==> config.mk <==
export PLATFORM = sky130hd
export DESIGN_NAME = cbdp_device_flat
export DESIGN_NICKNAME = d
export VERILOG_FILES = /design/src/cbdp_pkg.sv /design/src/cbdp_if.sv /design/src/cbdp_par_check.sv /design/src/cbdp_device.sv /design/src/flat_wrapper.sv
export SDC_FILE = /design/constraint.sdc
export NUM_CORES = 1
export LEC_CHECK = 0
export ABC_AREA = 1
export BUFFER_PORTS_ARGS = -buffer_cell sky130_fd_sc_hd__buf_2
export CAP_MARGIN = 20
export CORE_ASPECT_RATIO = 0.5
export CORE_MARGIN = 8
export CORE_UTILIZATION = 40
export CTS_BUF_LIST = sky130_fd_sc_hd__clkbuf_16
export CTS_CLUSTER_DIAMETER = 40
export DETAILED_ROUTE_END_ITERATION = 10
export PLACE_DENSITY = 0.69
export RECOVER_POWER = 100
export SYNTH_ARGS = -nofsm -noshare
export SYNTH_HDL_FRONTEND = slang
export SYNTH_SLANG_ARGS = --single-unit
==> constraint.sdc <==
create_clock -name sys_clk -period 1.8 [get_ports sys_clk]
set_input_delay 0.45 -clock sys_clk [delete_from_list [all_inputs] [get_ports sys_clk]]
set_output_delay 0.45 -clock sys_clk [all_outputs]
set_load 0.01 [all_outputs]
==> src/cbdp_pkg.sv <==
// shared constants and types for the local bus data and parity section
package cbdp_pkg;
  // =====================================================
  // widths
  localparam int CBDP_AW = 30;          // word address bits 31..2
  localparam int CBDP_UW = 28;          // upper address bits 31..4
  localparam int CBDP_DW = 32;          // data bus width
  localparam int CBDP_NB = 4;           // byte lanes
  // =====================================================
  // field positions
  localparam int CBDP_UPPER_LSB = 2;    // upper lines start at word index 2
  // =====================================================
  // reset values
  localparam logic [CBDP_NB-1:0] CBDP_BE_IDLE = 4'hF;  // all lanes off
  localparam logic CBDP_PARITY_CHECK_STATUS_N_IDLE = 1'h1;              // status inactive
  // =====================================================
  // timing counts, in clocks
  localparam int CBDP_WR_DRIVE_CLK = 1; // data driven from second clock
  // cycle state of the device end
  typedef enum logic [1:0] {CBDP_IDLE, CBDP_T1, CBDP_T2} cbdp_state_t;

  // even parity per byte: ones in byte plus bit is even
  function automatic logic [CBDP_NB-1:0] cbdp_parity(input logic [CBDP_DW-1:0] d);
    logic [CBDP_NB-1:0] p;
    p = '0;
    for (int i = 0; i < CBDP_NB; i++) begin
      p[i] = ^d[8*i +: 8];
    end
    return p;
  endfunction
endpackage

==> src/cbdp_if.sv <==
// pin-level carrier joining the device end and the system end
`timescale 1ns/1ns
`default_nettype none
interface cbdp_if;
  import cbdp_pkg::*;
  // =====================================================
  // device- and system-driven pins with enables
  logic [CBDP_AW-1:0] dev_addr;          // word_address_lines from device
  logic addr_oe;                         // device drives address
  logic [CBDP_UW-1:0] sys_inv_addr;      // upper_address_lines from system
  logic sys_inv_oe;                      // system drives invalidation address
  logic [CBDP_NB-1:0] byte_lane_enables_n;
  logic be_oe;                           // device drives byte enables
  logic address_strobe_n;                // cycle start
  logic write_cycle;                     // 1 write, 0 read, valid with strobe
  logic [CBDP_DW-1:0] dev_data;          // write data_lines
  logic [CBDP_NB-1:0] dev_par;           // write byte_parity_lines
  logic dev_data_oe;                     // device drives data and parity
  logic [CBDP_DW-1:0] sys_data;          // read data from system
  logic [CBDP_NB-1:0] sys_par;           // read parity from system
  logic sys_data_oe;                     // system drives data and parity
  logic ready_n;                         // ready, active low
  logic [CBDP_NB-1:0] size_mask;         // lanes the bus size keeps live
  logic parity_check_status_n;           // low flags read parity error
  modport device (
    output dev_addr, addr_oe, byte_lane_enables_n, be_oe, address_strobe_n,
    output write_cycle, dev_data, dev_par, dev_data_oe, parity_check_status_n,
    input sys_inv_addr, sys_inv_oe, sys_data, sys_par, sys_data_oe, ready_n,
    input size_mask
  );
  modport system (
    input dev_addr, addr_oe, byte_lane_enables_n, be_oe, address_strobe_n,
    input write_cycle, dev_data, dev_par, dev_data_oe, parity_check_status_n,
    output sys_inv_addr, sys_inv_oe, sys_data, sys_par, sys_data_oe, ready_n,
    output size_mask
  );
endinterface
`default_nettype wire

==> src/cbdp_par_check.sv <==
// read parity checker for enabled byte lanes
`timescale 1ns/1ns
`default_nettype none
module cbdp_par_check
  import cbdp_pkg::*;
(
  input wire logic [cbdp_pkg::CBDP_DW-1:0] data,
  input wire logic [cbdp_pkg::CBDP_NB-1:0] par,
  input wire logic [cbdp_pkg::CBDP_NB-1:0] lane_on,
  output logic err
);
  // =====================================================
  // lane compare
  logic [CBDP_NB-1:0] bad; // per-lane mismatch
  genvar g;
  generate
    for (g = 0; g < CBDP_NB; g++) begin : lane
      assign bad[g] = lane_on[g] & (^{data[8*g +: 8], par[g]});
    end
  endgenerate
  assign err = |bad;
endmodule
`default_nettype wire

==> src/cbdp_device.sv <==
// processor end: address, byte enables, write data, parity and check status
// Overview of operation
// - everything on the rising clock edge
// - word address plus byte enables select
// - upper lines take invalidation addresses
// - address floats in bus or address hold
// - active-low byte enables, float in bus hold only
// - system treats line fill as all bytes
// - enable n governs data byte n
// - bits 7..0 least significant byte
// - write data driven from second clock
// - one parity bit per written byte
// - system returns even parity on reads
// - parity never alters delivered data
// - active-high parity, driven like data
// - status in clock after ready
// - low status means parity error
// - check only lanes enabled twice
// - status valid one clock, else high
// - cycle definition valid with strobe
`timescale 1ns/1ns
`default_nettype none
module cbdp_device
  import cbdp_pkg::*;
(
  input wire logic sys_clk,
  input wire logic rst,
  input wire logic clk_en,
  cbdp_if.device bus,
  input wire logic req_valid,
  input wire logic req_write,
  input wire logic [cbdp_pkg::CBDP_AW-1:0] req_addr,
  input wire logic [cbdp_pkg::CBDP_NB-1:0] req_be_n,
  input wire logic [cbdp_pkg::CBDP_DW-1:0] req_wdata,
  input wire logic bus_hold,
  input wire logic addr_hold,
  output logic req_busy,
  output logic rd_valid,
  output logic [cbdp_pkg::CBDP_DW-1:0] rd_data,
  output logic wr_done,
  output logic inv_valid,
  output logic [cbdp_pkg::CBDP_UW-1:0] inv_addr
);
  // =====================================================
  // state
  cbdp_state_t state_r;                  // cycle phase
  logic write_r;                         // current cycle direction
  logic [CBDP_NB-1:0] be_n_r;            // latched byte enables
  logic [CBDP_DW-1:0] wdata_r;           // latched write data
  logic rd_par_err;                      // checker result
  logic [CBDP_NB-1:0] live_lanes;        // lanes enabled by both
  logic ready;                           // ready seen this clock

  assign ready = ~bus.ready_n;
  // byte enables and bus size together
  assign live_lanes = ~be_n_r & bus.size_mask;

  // a new cycle starts only from idle with no hold in force;
  // sequencing, capture and pin logic share it so they never disagree
  function automatic logic start_ok(input cbdp_state_t st, input logic rq, input logic hold);
    return (st == CBDP_IDLE) && rq && !hold;
  endfunction

  // shared checker on raw sampled read data
  cbdp_par_check u_chk (
    .data(bus.sys_data),
    .par(bus.sys_par),
    .lane_on(live_lanes),
    .err(rd_par_err)
  );

  // =====================================================
  // cycle sequencing
  // hold blocks new cycles; a running cycle finishes first
  // rising edge of the one clock
  always_ff @(posedge sys_clk) begin
    if (rst) begin
      state_r <= CBDP_IDLE;
    end else if (clk_en) begin
      case (state_r)
        CBDP_IDLE: begin
          if (start_ok(state_r, req_valid, bus_hold || addr_hold)) begin
            state_r <= CBDP_T1;
          end
        end
        CBDP_T1: begin
          state_r <= CBDP_T2;
        end
        CBDP_T2: begin
          if (ready) begin
            state_r <= CBDP_IDLE;
          end
        end
        default: begin
          state_r <= CBDP_IDLE;
        end
      endcase
    end
  end

  // request capture, taken when the cycle starts
  always_ff @(posedge sys_clk) begin
    if (rst) begin
      write_r <= 1'h0;
      be_n_r <= CBDP_BE_IDLE;
      wdata_r <= 32'h0;
    end else if (clk_en && start_ok(state_r, req_valid, bus_hold || addr_hold)) begin
      write_r <= req_write;
      be_n_r <= req_be_n;
      wdata_r <= req_wdata;
    end
  end

  // =====================================================
  // address and byte enable pins
  always_ff @(posedge sys_clk) begin
    if (rst) begin
      bus.dev_addr <= '0;
      bus.addr_oe <= 1'h0;
      bus.byte_lane_enables_n <= CBDP_BE_IDLE;
      bus.be_oe <= 1'h0;
      bus.address_strobe_n <= 1'h1;
      bus.write_cycle <= 1'h0;
    end else if (clk_en) begin
      bus.addr_oe <= !(bus_hold || addr_hold);
      // float byte enables in bus hold
      bus.be_oe <= !bus_hold;
      bus.address_strobe_n <= 1'h1;
      if (start_ok(state_r, req_valid, bus_hold || addr_hold)) begin
        bus.dev_addr <= req_addr;
        bus.byte_lane_enables_n <= req_be_n;
        bus.write_cycle <= req_write;
        bus.address_strobe_n <= 1'h0;
      end
    end
  end

  // =====================================================
  // write data and parity pins
  always_ff @(posedge sys_clk) begin
    if (rst) begin
      bus.dev_data <= 32'h0;
      bus.dev_par <= 4'h0;
      bus.dev_data_oe <= 1'h0;
    end else if (clk_en) begin
      // enable from second clock until ready
      if (state_r == CBDP_T1 && write_r) begin
        bus.dev_data_oe <= 1'h1;
        bus.dev_data <= wdata_r;
        bus.dev_par <= cbdp_parity(wdata_r);
      end else if (state_r == CBDP_T2 && ready) begin
        bus.dev_data_oe <= 1'h0;
      end
    end
  end

  // =====================================================
  // read return and parity status
  // data goes to the core unchanged, status is advisory only
  always_ff @(posedge sys_clk) begin
    if (rst) begin
      rd_valid <= 1'h0;
      rd_data <= 32'h0;
      wr_done <= 1'h0;
      bus.parity_check_status_n <= CBDP_PARITY_CHECK_STATUS_N_IDLE;
    end else if (clk_en) begin
      rd_valid <= 1'h0;
      wr_done <= 1'h0;
      // high except the clock after read data
      bus.parity_check_status_n <= CBDP_PARITY_CHECK_STATUS_N_IDLE;
      if (state_r == CBDP_T2 && ready) begin
        if (write_r) begin
          wr_done <= 1'h1;
        end else begin
          rd_valid <= 1'h1;
          rd_data <= bus.sys_data;
          // status next clock, low on error
          bus.parity_check_status_n <= ~rd_par_err;
        end
      end
    end
  end

  // =====================================================
  // invalidation address capture and busy flag
  always_ff @(posedge sys_clk) begin
    if (rst) begin
      inv_valid <= 1'h0;
      inv_addr <= '0;
      req_busy <= 1'h0;
    end else if (clk_en) begin
      // upper lines taken only when device floats them
      inv_valid <= bus.sys_inv_oe && !bus.addr_oe;
      inv_addr <= bus.sys_inv_addr;
      req_busy <= (state_r != CBDP_IDLE) || req_valid || bus_hold || addr_hold;
    end
  end
endmodule
`default_nettype wire

==> src/flat_wrapper.sv <==
// flat-port wrapper written by rule: the top's interface ports become plain ports
module cbdp_device_flat import cbdp_pkg::*;
  (sys_clk, rst, clk_en, req_valid, req_write, req_addr, req_be_n, req_wdata, bus_hold, addr_hold, req_busy, rd_valid, rd_data, wr_done, inv_valid, inv_addr, bus_dev_addr, bus_addr_oe, bus_byte_lane_enables_n, bus_be_oe, bus_address_strobe_n, bus_write_cycle, bus_dev_data, bus_dev_par, bus_dev_data_oe, bus_parity_check_status_n, bus_sys_inv_addr, bus_sys_inv_oe, bus_sys_data, bus_sys_par, bus_sys_data_oe, bus_ready_n, bus_size_mask);
  cbdp_if bus_i ();
  input wire logic sys_clk;
  input wire logic rst;
  input wire logic clk_en;
  input wire logic req_valid;
  input wire logic req_write;
  input wire logic [cbdp_pkg::CBDP_AW-1:0] req_addr;
  input wire logic [cbdp_pkg::CBDP_NB-1:0] req_be_n;
  input wire logic [cbdp_pkg::CBDP_DW-1:0] req_wdata;
  input wire logic bus_hold;
  input wire logic addr_hold;
  output logic req_busy;
  output logic rd_valid;
  output logic [cbdp_pkg::CBDP_DW-1:0] rd_data;
  output logic wr_done;
  output logic inv_valid;
  output logic [cbdp_pkg::CBDP_UW-1:0] inv_addr;
  output wire logic [$bits(bus_i.dev_addr)-1:0] bus_dev_addr;
  output wire logic [$bits(bus_i.addr_oe)-1:0] bus_addr_oe;
  output wire logic [$bits(bus_i.byte_lane_enables_n)-1:0] bus_byte_lane_enables_n;
  output wire logic [$bits(bus_i.be_oe)-1:0] bus_be_oe;
  output wire logic [$bits(bus_i.address_strobe_n)-1:0] bus_address_strobe_n;
  output wire logic [$bits(bus_i.write_cycle)-1:0] bus_write_cycle;
  output wire logic [$bits(bus_i.dev_data)-1:0] bus_dev_data;
  output wire logic [$bits(bus_i.dev_par)-1:0] bus_dev_par;
  output wire logic [$bits(bus_i.dev_data_oe)-1:0] bus_dev_data_oe;
  output wire logic [$bits(bus_i.parity_check_status_n)-1:0] bus_parity_check_status_n;
  input wire logic [$bits(bus_i.sys_inv_addr)-1:0] bus_sys_inv_addr;
  input wire logic [$bits(bus_i.sys_inv_oe)-1:0] bus_sys_inv_oe;
  input wire logic [$bits(bus_i.sys_data)-1:0] bus_sys_data;
  input wire logic [$bits(bus_i.sys_par)-1:0] bus_sys_par;
  input wire logic [$bits(bus_i.sys_data_oe)-1:0] bus_sys_data_oe;
  input wire logic [$bits(bus_i.ready_n)-1:0] bus_ready_n;
  input wire logic [$bits(bus_i.size_mask)-1:0] bus_size_mask;
  assign bus_dev_addr = bus_i.dev_addr;
  assign bus_addr_oe = bus_i.addr_oe;
  assign bus_byte_lane_enables_n = bus_i.byte_lane_enables_n;
  assign bus_be_oe = bus_i.be_oe;
  assign bus_address_strobe_n = bus_i.address_strobe_n;
  assign bus_write_cycle = bus_i.write_cycle;
  assign bus_dev_data = bus_i.dev_data;
  assign bus_dev_par = bus_i.dev_par;
  assign bus_dev_data_oe = bus_i.dev_data_oe;
  assign bus_parity_check_status_n = bus_i.parity_check_status_n;
  assign bus_i.sys_inv_addr = bus_sys_inv_addr;
  assign bus_i.sys_inv_oe = bus_sys_inv_oe;
  assign bus_i.sys_data = bus_sys_data;
  assign bus_i.sys_par = bus_sys_par;
  assign bus_i.sys_data_oe = bus_sys_data_oe;
  assign bus_i.ready_n = bus_ready_n;
  assign bus_i.size_mask = bus_size_mask;
  cbdp_device u_core (.sys_clk(sys_clk), .rst(rst), .clk_en(clk_en), .bus(bus_i), .req_valid(req_valid), .req_write(req_write), .req_addr(req_addr), .req_be_n(req_be_n), .req_wdata(req_wdata), .bus_hold(bus_hold), .addr_hold(addr_hold), .req_busy(req_busy), .rd_valid(rd_valid), .rd_data(rd_data), .wr_done(wr_done), .inv_valid(inv_valid), .inv_addr(inv_addr));
endmodule
-- Word level (Yosys, flattened, before mapping)
Cells that the tools add are included.
- input bits: 144
- flip-flop bits (word level): 179
- output and inout port bits: 140
- multiplexer cells: 12
- equality and inequality tests: 4
- bitwise operators: 9
- reductions and logical operators: 30
- operators by type and width (kind ; count):
    $reduce_xor A9 Y1 ; 4
    $reduce_xor A8 Y1 ; 4
    $mux W1 ; 9
    $logic_and A1 B1 Y1 ; 6
    $pmux W2 S3 ; 1
    $reduce_and A2 Y1 ; 3
    $reduce_and A3 Y1 ; 2
    $and A1 B1 Y1 ; 4
    $and A4 B4 Y4 ; 1
    $logic_or A1 B1 Y1 ; 4
    $mux W2 ; 2
    $ne A2 B2 Y1 const B ; 2
    $not A4 Y4 ; 1
    $reduce_bool A2 Y1 ; 2
    $reduce_or A4 Y1 ; 1
    $logic_not A1 Y1 ; 3
    $not A1 Y1 ; 3
    $eq A2 B1 Y1 const B ; 1
    $eq A2 B2 Y1 const B ; 1
    $logic_not A2 Y1 ; 1

-- Logic depth before layout (Yosys ltp)
Gate-level depths: netlist of the first run.
- depth in word-level cells: 7
- depth in mapped cells: 13
- gate-level depth less buffers: 13

-- By module
From an unflattened synthesis of the first run, not the netlist that was laid out.
- cells, all modules: 1029
- area total of the unflattened synthesis: 7294.5 um^2
- by module, submodules not included (module ; instances ; cells each ; sequential area each (um^2) ; area each (um^2)):
    cbdp_device ; 1 ; 896 ; 3483.3 ; 6687.7
    cbdp_par_check ; 1 ; 133 ; 0.0 ; 606.8

-- Least setup slack after synthesis of the first run
Ideal clock, no wire load.
- kind: input port to flip-flop
- from: input port clk_en
- to: register u_core.bus.dev_addr[4]
- cell stages on the path: 8
- arrival time: 1.408 ns
- required time: 1.684 ns
- setup time: 0.116 ns
- path buffers: 3
- setup slack: 0.276 ns
- path through: buf_2 > inv_2 > nor2_2 > inv_2 > buf_2 > buf_2 > nor2_1 > nor2_1
- word-level cells in the longest chain between the ends: 1
- ends and longest elaborated chain (element ; line ; text):
    start: declaration ; flat_wrapper.sv:7 ; input wire logic clk_en;
    $reduce_and A2 Y1 (no line) ; - ;
    end signal: assignment ; cbdp_device.sv:130 ; bus.dev_addr <= req_addr;
    end: declaration ; cbdp_if.sv:26 ; output dev_addr, addr_oe, byte_lane_enables_n, be_oe, address_strobe_n,
No other way between the ends.
A chain may end at the register's enable or synchronous reset.

-- Final worst setup path of the first run
- from: register u_core.state_r[1]
- to: register u_core.rd_data[9] in the netlist's numbering
- word-level cells in the longest chain between the ends: 3
- ends and longest elaborated chain (element ; line ; text):
    start: declaration ; cbdp_device.sv:46 ; cbdp_state_t state_r;
    start signal: assignment ; cbdp_device.sv:78 ; state_r <= CBDP_IDLE;
    start signal: assignment ; cbdp_device.sv:83 ; state_r <= CBDP_T1;
    start signal: assignment ; cbdp_device.sv:87 ; state_r <= CBDP_T2;
    $eq A2 B2 Y1 ; cbdp_device.sv:171 ; if (state_r == CBDP_T2 && ready) begin
    $logic_and A1 B1 Y1 ; cbdp_device.sv:171 ;
    $reduce_and A3 Y1 (no line) ; - ;
    end signal: assignment ; cbdp_device.sv:176 ; rd_data <= bus.sys_data;
    end: declaration ; cbdp_device.sv:39 ; output logic [cbdp_pkg::CBDP_DW-1:0] rd_data,
No other way between the ends.

==> results.sh, run 1 <==
export IMPL_syn_cell_area_um2=6797
export IMPL_vias=6626
export IMPL_port_buffers=282
export IMPL_timing_fmax_ghz=0.6227
export IMPL_ys_flop_type="sky130_fd_sc_hd__dfxtp_1"
export IMPL_synth_top_cells_by_count="sky130_fd_sc_hd__nor2_1, sky130_fd_sc_hd__dfxtp_1, sky130_fd_sc_hd__o21ai_0"
export IMPL_grt_start_max_net_pins=75
export IMPL_clock_pin_slew_reported_for_the_worst_setup_and_hold_paths_after_clock_tree_synthesis_ns=0.07
export IMPL_postSynthCellCount=920
export IMPL_max_slew_worst_pin_slew_ns=0.6619
export IMPL_synth_seq_cells=174
export IMPL_run_status="complete, no violations"
export IMPL_drc=0
export IMPL_chipHeight_um=108.2
export IMPL_critical_path_startpoint_category="flip-flop"
export IMPL_dp_final_hpwl_mm=15.03
export IMPL_n_fill_cell=1683
export IMPL_grt_pass1_wl_mm=31.97
export IMPL_holdBufCountCts=0
export IMPL_synthMostInstantiatedCell="sky130_fd_sc_hd__nor2_1"
export IMPL_worst_clock_skew_ns=0.01173
export IMPL_maxCapViolations=0
export IMPL_power_leakage_nw=4.050
export IMPL_final_antenna_net_count=0
export IMPL_timing_hold_worst_class="input pin to flip-flop"
export IMPL_core_area_um2=16520
export IMPL_globalRouteOverflowTotal=0
export IMPL_critical_path_class="flip-flop to flip-flop"
export IMPL_finalMaxSlewViolations=0
export IMPL_power_ir_vdd_worst_mv=0.6137
export IMPL_postSynthAreaPerCell_um2=7.388
export IMPL_endpoint_kind="flip-flop"
export IMPL_worst_slack_setup_final_ns=0.1941
export IMPL_p_comb_share_pct=9.7
export IMPL_required_ns=2.11
export IMPL_place_congestion=0.7841
export IMPL_power_report_internal_total_mw=6.393
export IMPL_cts_max_level=4
export IMPL_post_place_ws_ns=0.05636
export IMPL_synth_warning_count=0
export IMPL_tritoncts="built"
export IMPL_postSynth_asyncResetShare_pct=0
export IMPL_synth_enable_flop_cells=0
export IMPL_share_of_final_layout_standard_cells_stronger_than_drive_strength_1_pct=15.90
export IMPL_cts_root_to_sink_buffers=2
export IMPL_area_growth_syn_to_layout_pct=29.64
export IMPL_routed_via_density=4.660
export IMPL_die_x_um=200.3
export IMPL_synthesis_nets=1064
export IMPL_layout_worst_path_cycle_share_pct=89.22
export IMPL_seq_area_frac_synth_pct=51.25
export IMPL_yosys_cell_types_count=20
export IMPL_pwr_share_clk_pct=43.0
export IMPL_io_pins=284
export IMPL_dr_first_iter_drc_count=291
export IMPL_detail_route_wl_per_cell_um=14.43
export IMPL_cts_root_buf="sky130_fd_sc_hd__clkbuf_16"
export IMPL_antenna_diode_count=0
export IMPL_rsz0062_at_grt="no"
export IMPL_timing_final_hold_violations=0
export IMPL_floorplan_initialDensity_pct=41.15
export IMPL_swShare_pct=25.42
export IMPL_regToRegSetupSlack_ns=0.19
export IMPL_cp_max_fo=15
export IMPL_route_final_wire_length_mm=20.52
export IMPL_share_of_the_synthesized_area_in_the_top_cell_type_pct=51.25
export IMPL_power_dens_cells_nw_per_um2=972.9
export IMPL_die_area_um2=21670
export IMPL_first_pass_iters=4
export IMPL_grt_util_all_layers_pct=17.76
export IMPL_cts_buffers_inserted=17
export IMPL_grt_pass1_vias=6208
export IMPL_finalWorstPathRequiredPeriod_ns=1.606
export IMPL_nNetsFinal=1326
export IMPL_power_share_sequential_pct=47.3
export IMPL_slew_headroom_pct=55.87
export IMPL_clkSinkCount=174
export IMPL_synth_area_leader="sky130_fd_sc_hd__dfxtp_1"
export IMPL_number_of_antenna_violations_at_the_first_check_in_global_routing=0
export IMPL_arrival_ns=1.92
export IMPL_setup_viol=0
export IMPL_fp_row_count=33
export IMPL_power_net_switching_mw=2.179
export IMPL_synth_top_cells_by_area="sky130_fd_sc_hd__dfxtp_1, sky130_fd_sc_hd__nor2_1, sky130_fd_sc_hd__o21ai_0"
export IMPL_clkLatencyLatePin_ns=0.41
export IMPL_setup_tns_final_ns=0
==> metal layers <==
layer | up-vias | track usage [%] | share of wire, %
met4 | 0 | 5.744 | 1.4
met5 | - | 0 | 0
met3 | 20 | 3.909 | 3.9
met1 | 3017 | 21.29 | 44
met2 | 147 | 31.83 | 51
li1 | 3442 | - | -
==> area by class of cell <==
type / instances / area, um2 / share of cell area (%)
Clock buffer: 17 / 425.4 / 4.828
Tap cell: 227 / 284.0 / 3.224
Timing Repair Buffer: 296 / 1361 / 15.45
Sequential cell: 174 / 3483 / 39.53
Multi-Input combinational cell: 646 / 2919 / 33.13
Inverter: 47 / 177.7 / 2.016
Clock inverter: 15 / 160.2 / 1.818
==> layout by cell type (no fill, tap or decap), types with 3 or more instances in the layout <==
master	instances
sky130_fd_sc_hd__clkbuf_1	142
sky130_fd_sc_hd__xnor2_1	30
sky130_fd_sc_hd__inv_1	45
sky130_fd_sc_hd__clkinv_4	3
sky130_fd_sc_hd__o21ai_0	165
sky130_fd_sc_hd__nand3_1	21
sky130_fd_sc_hd__xor2_1	8
sky130_fd_sc_hd__buf_4	5
sky130_fd_sc_hd__buf_2	142
sky130_fd_sc_hd__nor2_1	293
sky130_fd_sc_hd__clkbuf_16	17
sky130_fd_sc_hd__a21oi_1	27
sky130_fd_sc_hd__nand2_1	95
sky130_fd_sc_hd__dfxtp_1	174
sky130_fd_sc_hd__inv_6	4
==> registers in the layout, indices dropped and copies added, names as in the netlist, 2 cells and up <==
register and flops:
u_core.bus.dev_addr 30, u_core.bus.dev_data 32, u_core.rd_data 32, u_core.inv_addr 28, u_core.wdata_r 32, u_core.bus.byte_lane_enables_n 3, u_core.bus.dev_par 4, u_core.state_r 2
==> kinds of logic after synthesis <==
logic type      after synthesis  synth area share [%]
simple gates                416                 23.84
xor+xnor                     38                 4.897
compound gates              192                 14.14
flops                       174                 51.25
buf+inv                     100                 5.873
==> power by group through the flow <==
stage / Sequential [mW] / Combinational [mW] / Clock (mW)
after floorplan: 4.18 / 0.427 / 0
after global routing: 4.07 / 0.933 / 3.95
after global placement: 4.13 / 0.852 / 0
after detailed placement: 4.14 / 0.868 / 0
after CTS: 4.05 / 0.873 / 3.79
final: 4.05 / 0.831 / 3.69
==> repair_timing <==
item / in CTS / in global routing
gates resized for setup: 0 / 1
buffers inserted: 0 / 0
setup endpoints to repair: 0 / 1
==> per-stage QoR <==
| stage | power, mW | instances | instance area (um2) | util, % | hold slack (ns) |
|---|---|---|---|---|---|
| floorplan | 4.605 | 920 | 6797 | - | 0.4887 |
| global placement | 4.982 | 1390 | 8431 | 51.05 | 0.4520 |
| detailed placement | 5.004 | 1390 | 8431 | 51.05 | 0.4614 |
| CTS | 8.709 | 1422 | 9016 | 54.59 | 0.2218 |
| global route | 8.951 | 1422 | 8811 | 53.35 | 0.2347 |
| finish | 8.572 | 1422 | 8811 | 53.35 | 0.2453 |
==> path summary, 6_finish.rpt <==
check / to / cells after the start / from
worst min-delay path: u_core.bus.byte_lane_enables_n[0]$_SDFFE_PP1P_ / 3 / req_be_n[0]
worst min register to register: u_core.wr_done$_SDFFE_PP0P_ / 2 / u_core.wr_done$_SDFFE_PP0P_
worst max-delay path: u_core.rd_data[9]$_SDFFE_PP0P_ / 7 / u_core.state_r[1]$_SDFFE_PP0P_
worst max register to register: u_core.rd_data[9]$_SDFFE_PP0P_ / 7 / u_core.state_r[1]$_SDFFE_PP0P_
==> critical path, stage by stage, from the launching register on <==
cell                      delay, ns
sky130_fd_sc_hd__dfxtp_1       0.39
sky130_fd_sc_hd__inv_1         0.09
sky130_fd_sc_hd__nor3_2        0.15
sky130_fd_sc_hd__inv_2         0.07
sky130_fd_sc_hd__nor3_4        0.23
sky130_fd_sc_hd__inv_1         0.31
sky130_fd_sc_hd__nor2_1        0.19
sky130_fd_sc_hd__nor2_1        0.06
(Power assumes the default switching activity.)
==> run 2: changes to the inputs <==
Settings changed: GPL_TIMING_DRIVEN set to 1, REMOVE_ABC_BUFFERS set to 1.
==> results.sh, run 2 (synthesis gave the netlist of run 1 again) <==
export IMPL_die_area_um2=21670
export IMPL_cts_buffers_inserted=17
export IMPL_fp_row_count=33
export IMPL_endpoint_kind="flip-flop"
export IMPL_grt_util_all_layers_pct=18.12
export IMPL_max_slew_worst_pin_slew_ns=0.6197
export IMPL_pwr_share_clk_pct=42.2
export IMPL_timing_final_hold_violations=0
export IMPL_core_area_um2=16520
export IMPL_power_dens_cells_nw_per_um2=953.8
export IMPL_setup_viol=0
export IMPL_maxUsedRoutingLayer="met5"
export IMPL_power_ir_vdd_worst_mv=0.6751
export IMPL_holdBufCountCts=0
export IMPL_clock_pin_slew_reported_for_the_worst_setup_and_hold_paths_after_clock_tree_synthesis_ns=0.08
export IMPL_route_final_wire_length_mm=20.69
export IMPL_vias=6730
export IMPL_setup_tns_final_ns=0
export IMPL_worst_clock_skew_ns=0.01119
export IMPL_critical_path_startpoint_category="flip-flop"
export IMPL_grt_start_max_net_pins=69
export IMPL_place_congestion=0.7982
export IMPL_biggestRegsByFlops="u_core.bus.dev_data: 32 flops, u_core.rd_data: 32 flops, u_core.wdata_r: 32 flops"
export IMPL_swShare_pct=27.01
export IMPL_area_growth_syn_to_layout_pct=30.54
export IMPL_tritoncts="built"
export IMPL_power_report_internal_total_mw=6.177
export IMPL_io_pins=284
export IMPL_clkLatencyLatePin_ns=0.43
export IMPL_cts_setup_buffers=0
export IMPL_run_status="complete, no violations"
export IMPL_timing_fmax_ghz=0.6332
export IMPL_worst_slack_setup_final_ns=0.2207
export IMPL_cts_root_to_sink_buffers=2
export IMPL_timing_hold_worst_class="input pin to flip-flop"
export IMPL_wl_met3_um=847
export IMPL_dp_final_hpwl_mm=15.28
export IMPL_required_ns=2.07
export IMPL_dr_first_iter_drc_count=286
export IMPL_globalRouteOverflowTotal=0
export IMPL_routed_via_density=4.706
export IMPL_detail_route_wl_per_cell_um=14.47
export IMPL_finalMaxSlewViolations=0
export IMPL_share_of_final_layout_standard_cells_stronger_than_drive_strength_1_pct=16.40
export IMPL_cts_max_level=4
export IMPL_floorplan_initialDensity_pct=41.15
export IMPL_nNetsFinal=1332
export IMPL_final_common_cell="sky130_fd_sc_hd__nor2_1"
export IMPL_arrival_ns=1.85
export IMPL_slew_headroom_pct=58.69
export IMPL_cp_max_fo=5
export IMPL_maxCapViolations=0
export IMPL_clkSinkCount=174
export IMPL_chipHeight_um=108.2
export IMPL_route_layer_met1_wl_mm=8.855
export IMPL_regToRegSetupSlack_ns=0.22
export IMPL_final_antenna_net_count=0
export IMPL_cts_resized=0
export IMPL_drc=0
export IMPL_number_of_antenna_violations_at_the_first_check_in_global_routing=3
export IMPL_post_place_ws_ns=0.06001
export IMPL_first_pass_iters=4
export IMPL_finalWorstPathRequiredPeriod_ns=1.579
export IMPL_met2_wirelength_mm=10.48
export IMPL_layout_worst_path_cycle_share_pct=87.74
export IMPL_critical_path_class="flip-flop to flip-flop"
export IMPL_grt_pass1_vias=6417
export IMPL_rsz0062_at_grt="no"
export IMPL_layout_common_cells="sky130_fd_sc_hd__nor2_1, sky130_fd_sc_hd__dfxtp_1, sky130_fd_sc_hd__o21ai_0"
export IMPL_port_buffers=282
export IMPL_power_share_sequential_pct=47.9
export IMPL_p_comb_share_pct=9.9
export IMPL_grt_pass1_wl_mm=32.60
export IMPL_cts_root_buf="sky130_fd_sc_hd__clkbuf_16"
export IMPL_power_net_switching_mw=2.285
export IMPL_die_x_um=200.3
export IMPL_power_leakage_nw=4.079
==> run 2: cell types whose count changed in the layout (fill, tap and decap cells not counted), moves of 2 or more <==
| cell | delta |
|---|---|
| sky130_fd_sc_hd__buf_12 | +3 |
| sky130_fd_sc_hd__buf_2 | -2 |
| sky130_fd_sc_hd__buf_4 | +2 |
| sky130_fd_sc_hd__bufinv_16 | -2 |
| sky130_fd_sc_hd__clkbuf_2 | +2 |
| sky130_fd_sc_hd__clkinv_2 | -2 |
| sky130_fd_sc_hd__diode_2 | +2 |
| sky130_fd_sc_hd__inv_1 | -2 |
| sky130_fd_sc_hd__inv_2 | +2 |
| sky130_fd_sc_hd__inv_8 | +3 |
==> run 2: metrics by stage <==
step	util [%]	std cells	cell area, um2	total power, mW	hold WS, ns
2_1_floorplan	-	867	6574	4.577	0.4832
3_3_place_gp	51.70	1396	8539	4.991	0.4570
3_5_place_dp	51.70	1396	8539	5.018	0.4648
4_1_cts	55.17	1428	9111	8.592	0.2178
5_1_grt	53.72	1430	8872	8.851	0.2272
6_report	53.72	1430	8872	8.462	0.2314
==> run 2: path summary, 6_finish.rpt <==
path | startpoint | end | cells after the start
min reg2reg | u_core.bus.dev_data[28]$_SDFFE_PP0P_ | u_core.bus.dev_data[28]$_SDFFE_PP0P_ | 2
max | u_core.state_r[1]$_SDFFE_PP0P_ | u_core.bus.byte_lane_enables_n[0]$_SDFFE_PP1P_ | 7
max reg2reg | u_core.state_r[1]$_SDFFE_PP0P_ | u_core.bus.byte_lane_enables_n[0]$_SDFFE_PP1P_ | 7
min | req_be_n[1] | u_core.bus.byte_lane_enables_n[1]$_SDFFE_PP1P_ | 3
==> run 2: layout make-up <==
cell class	instances	area, um2
Fill cell	1674	7644
Tap cell	227	284.0
Clock inverter	15	146.4
Timing Repair Buffer	302	1440
Clock buffer	17	425.4
Multi-Input combinational cell	646	2912
Antenna cell	2	5.005
Inverter	47	176.4
Sequential cell	174	3483
==> run 2: worst max-delay path, cell delays in order (launching register included) <==
cell and delay [ns]:
sky130_fd_sc_hd__dfxtp_1 0.35, sky130_fd_sc_hd__nor2_1 0.15, sky130_fd_sc_hd__nand3_1 0.12, sky130_fd_sc_hd__nor2_1 0.24
sky130_fd_sc_hd__inv_1 0.21, sky130_fd_sc_hd__clkbuf_2 0.23, sky130_fd_sc_hd__nand2_1 0.09, sky130_fd_sc_hd__nand3_1 0.06
==> run 2: power by group through the flow <==
| stage | clock (mW) | sequential, mW | combinational (mW) |
|---|---|---|---|
| 2_1_floorplan | 0 | 4.18 | 0.399 |
| 3_3_place_gp | 0 | 4.13 | 0.862 |
| 3_5_place_dp | 0 | 4.13 | 0.883 |
| 4_1_cts | 3.66 | 4.05 | 0.886 |
| 5_1_grt | 3.83 | 4.07 | 0.948 |
| 6_report | 3.57 | 4.05 | 0.840 |
==> run 2: routing by layer <==
layer | vias up | global-route usage, %
met5 | - | 0
met4 | 2 | 6.789
met3 | 36 | 4.566
met2 | 140 | 33.04
met1 | 3102 | 20.61
li1 | 3450 | -
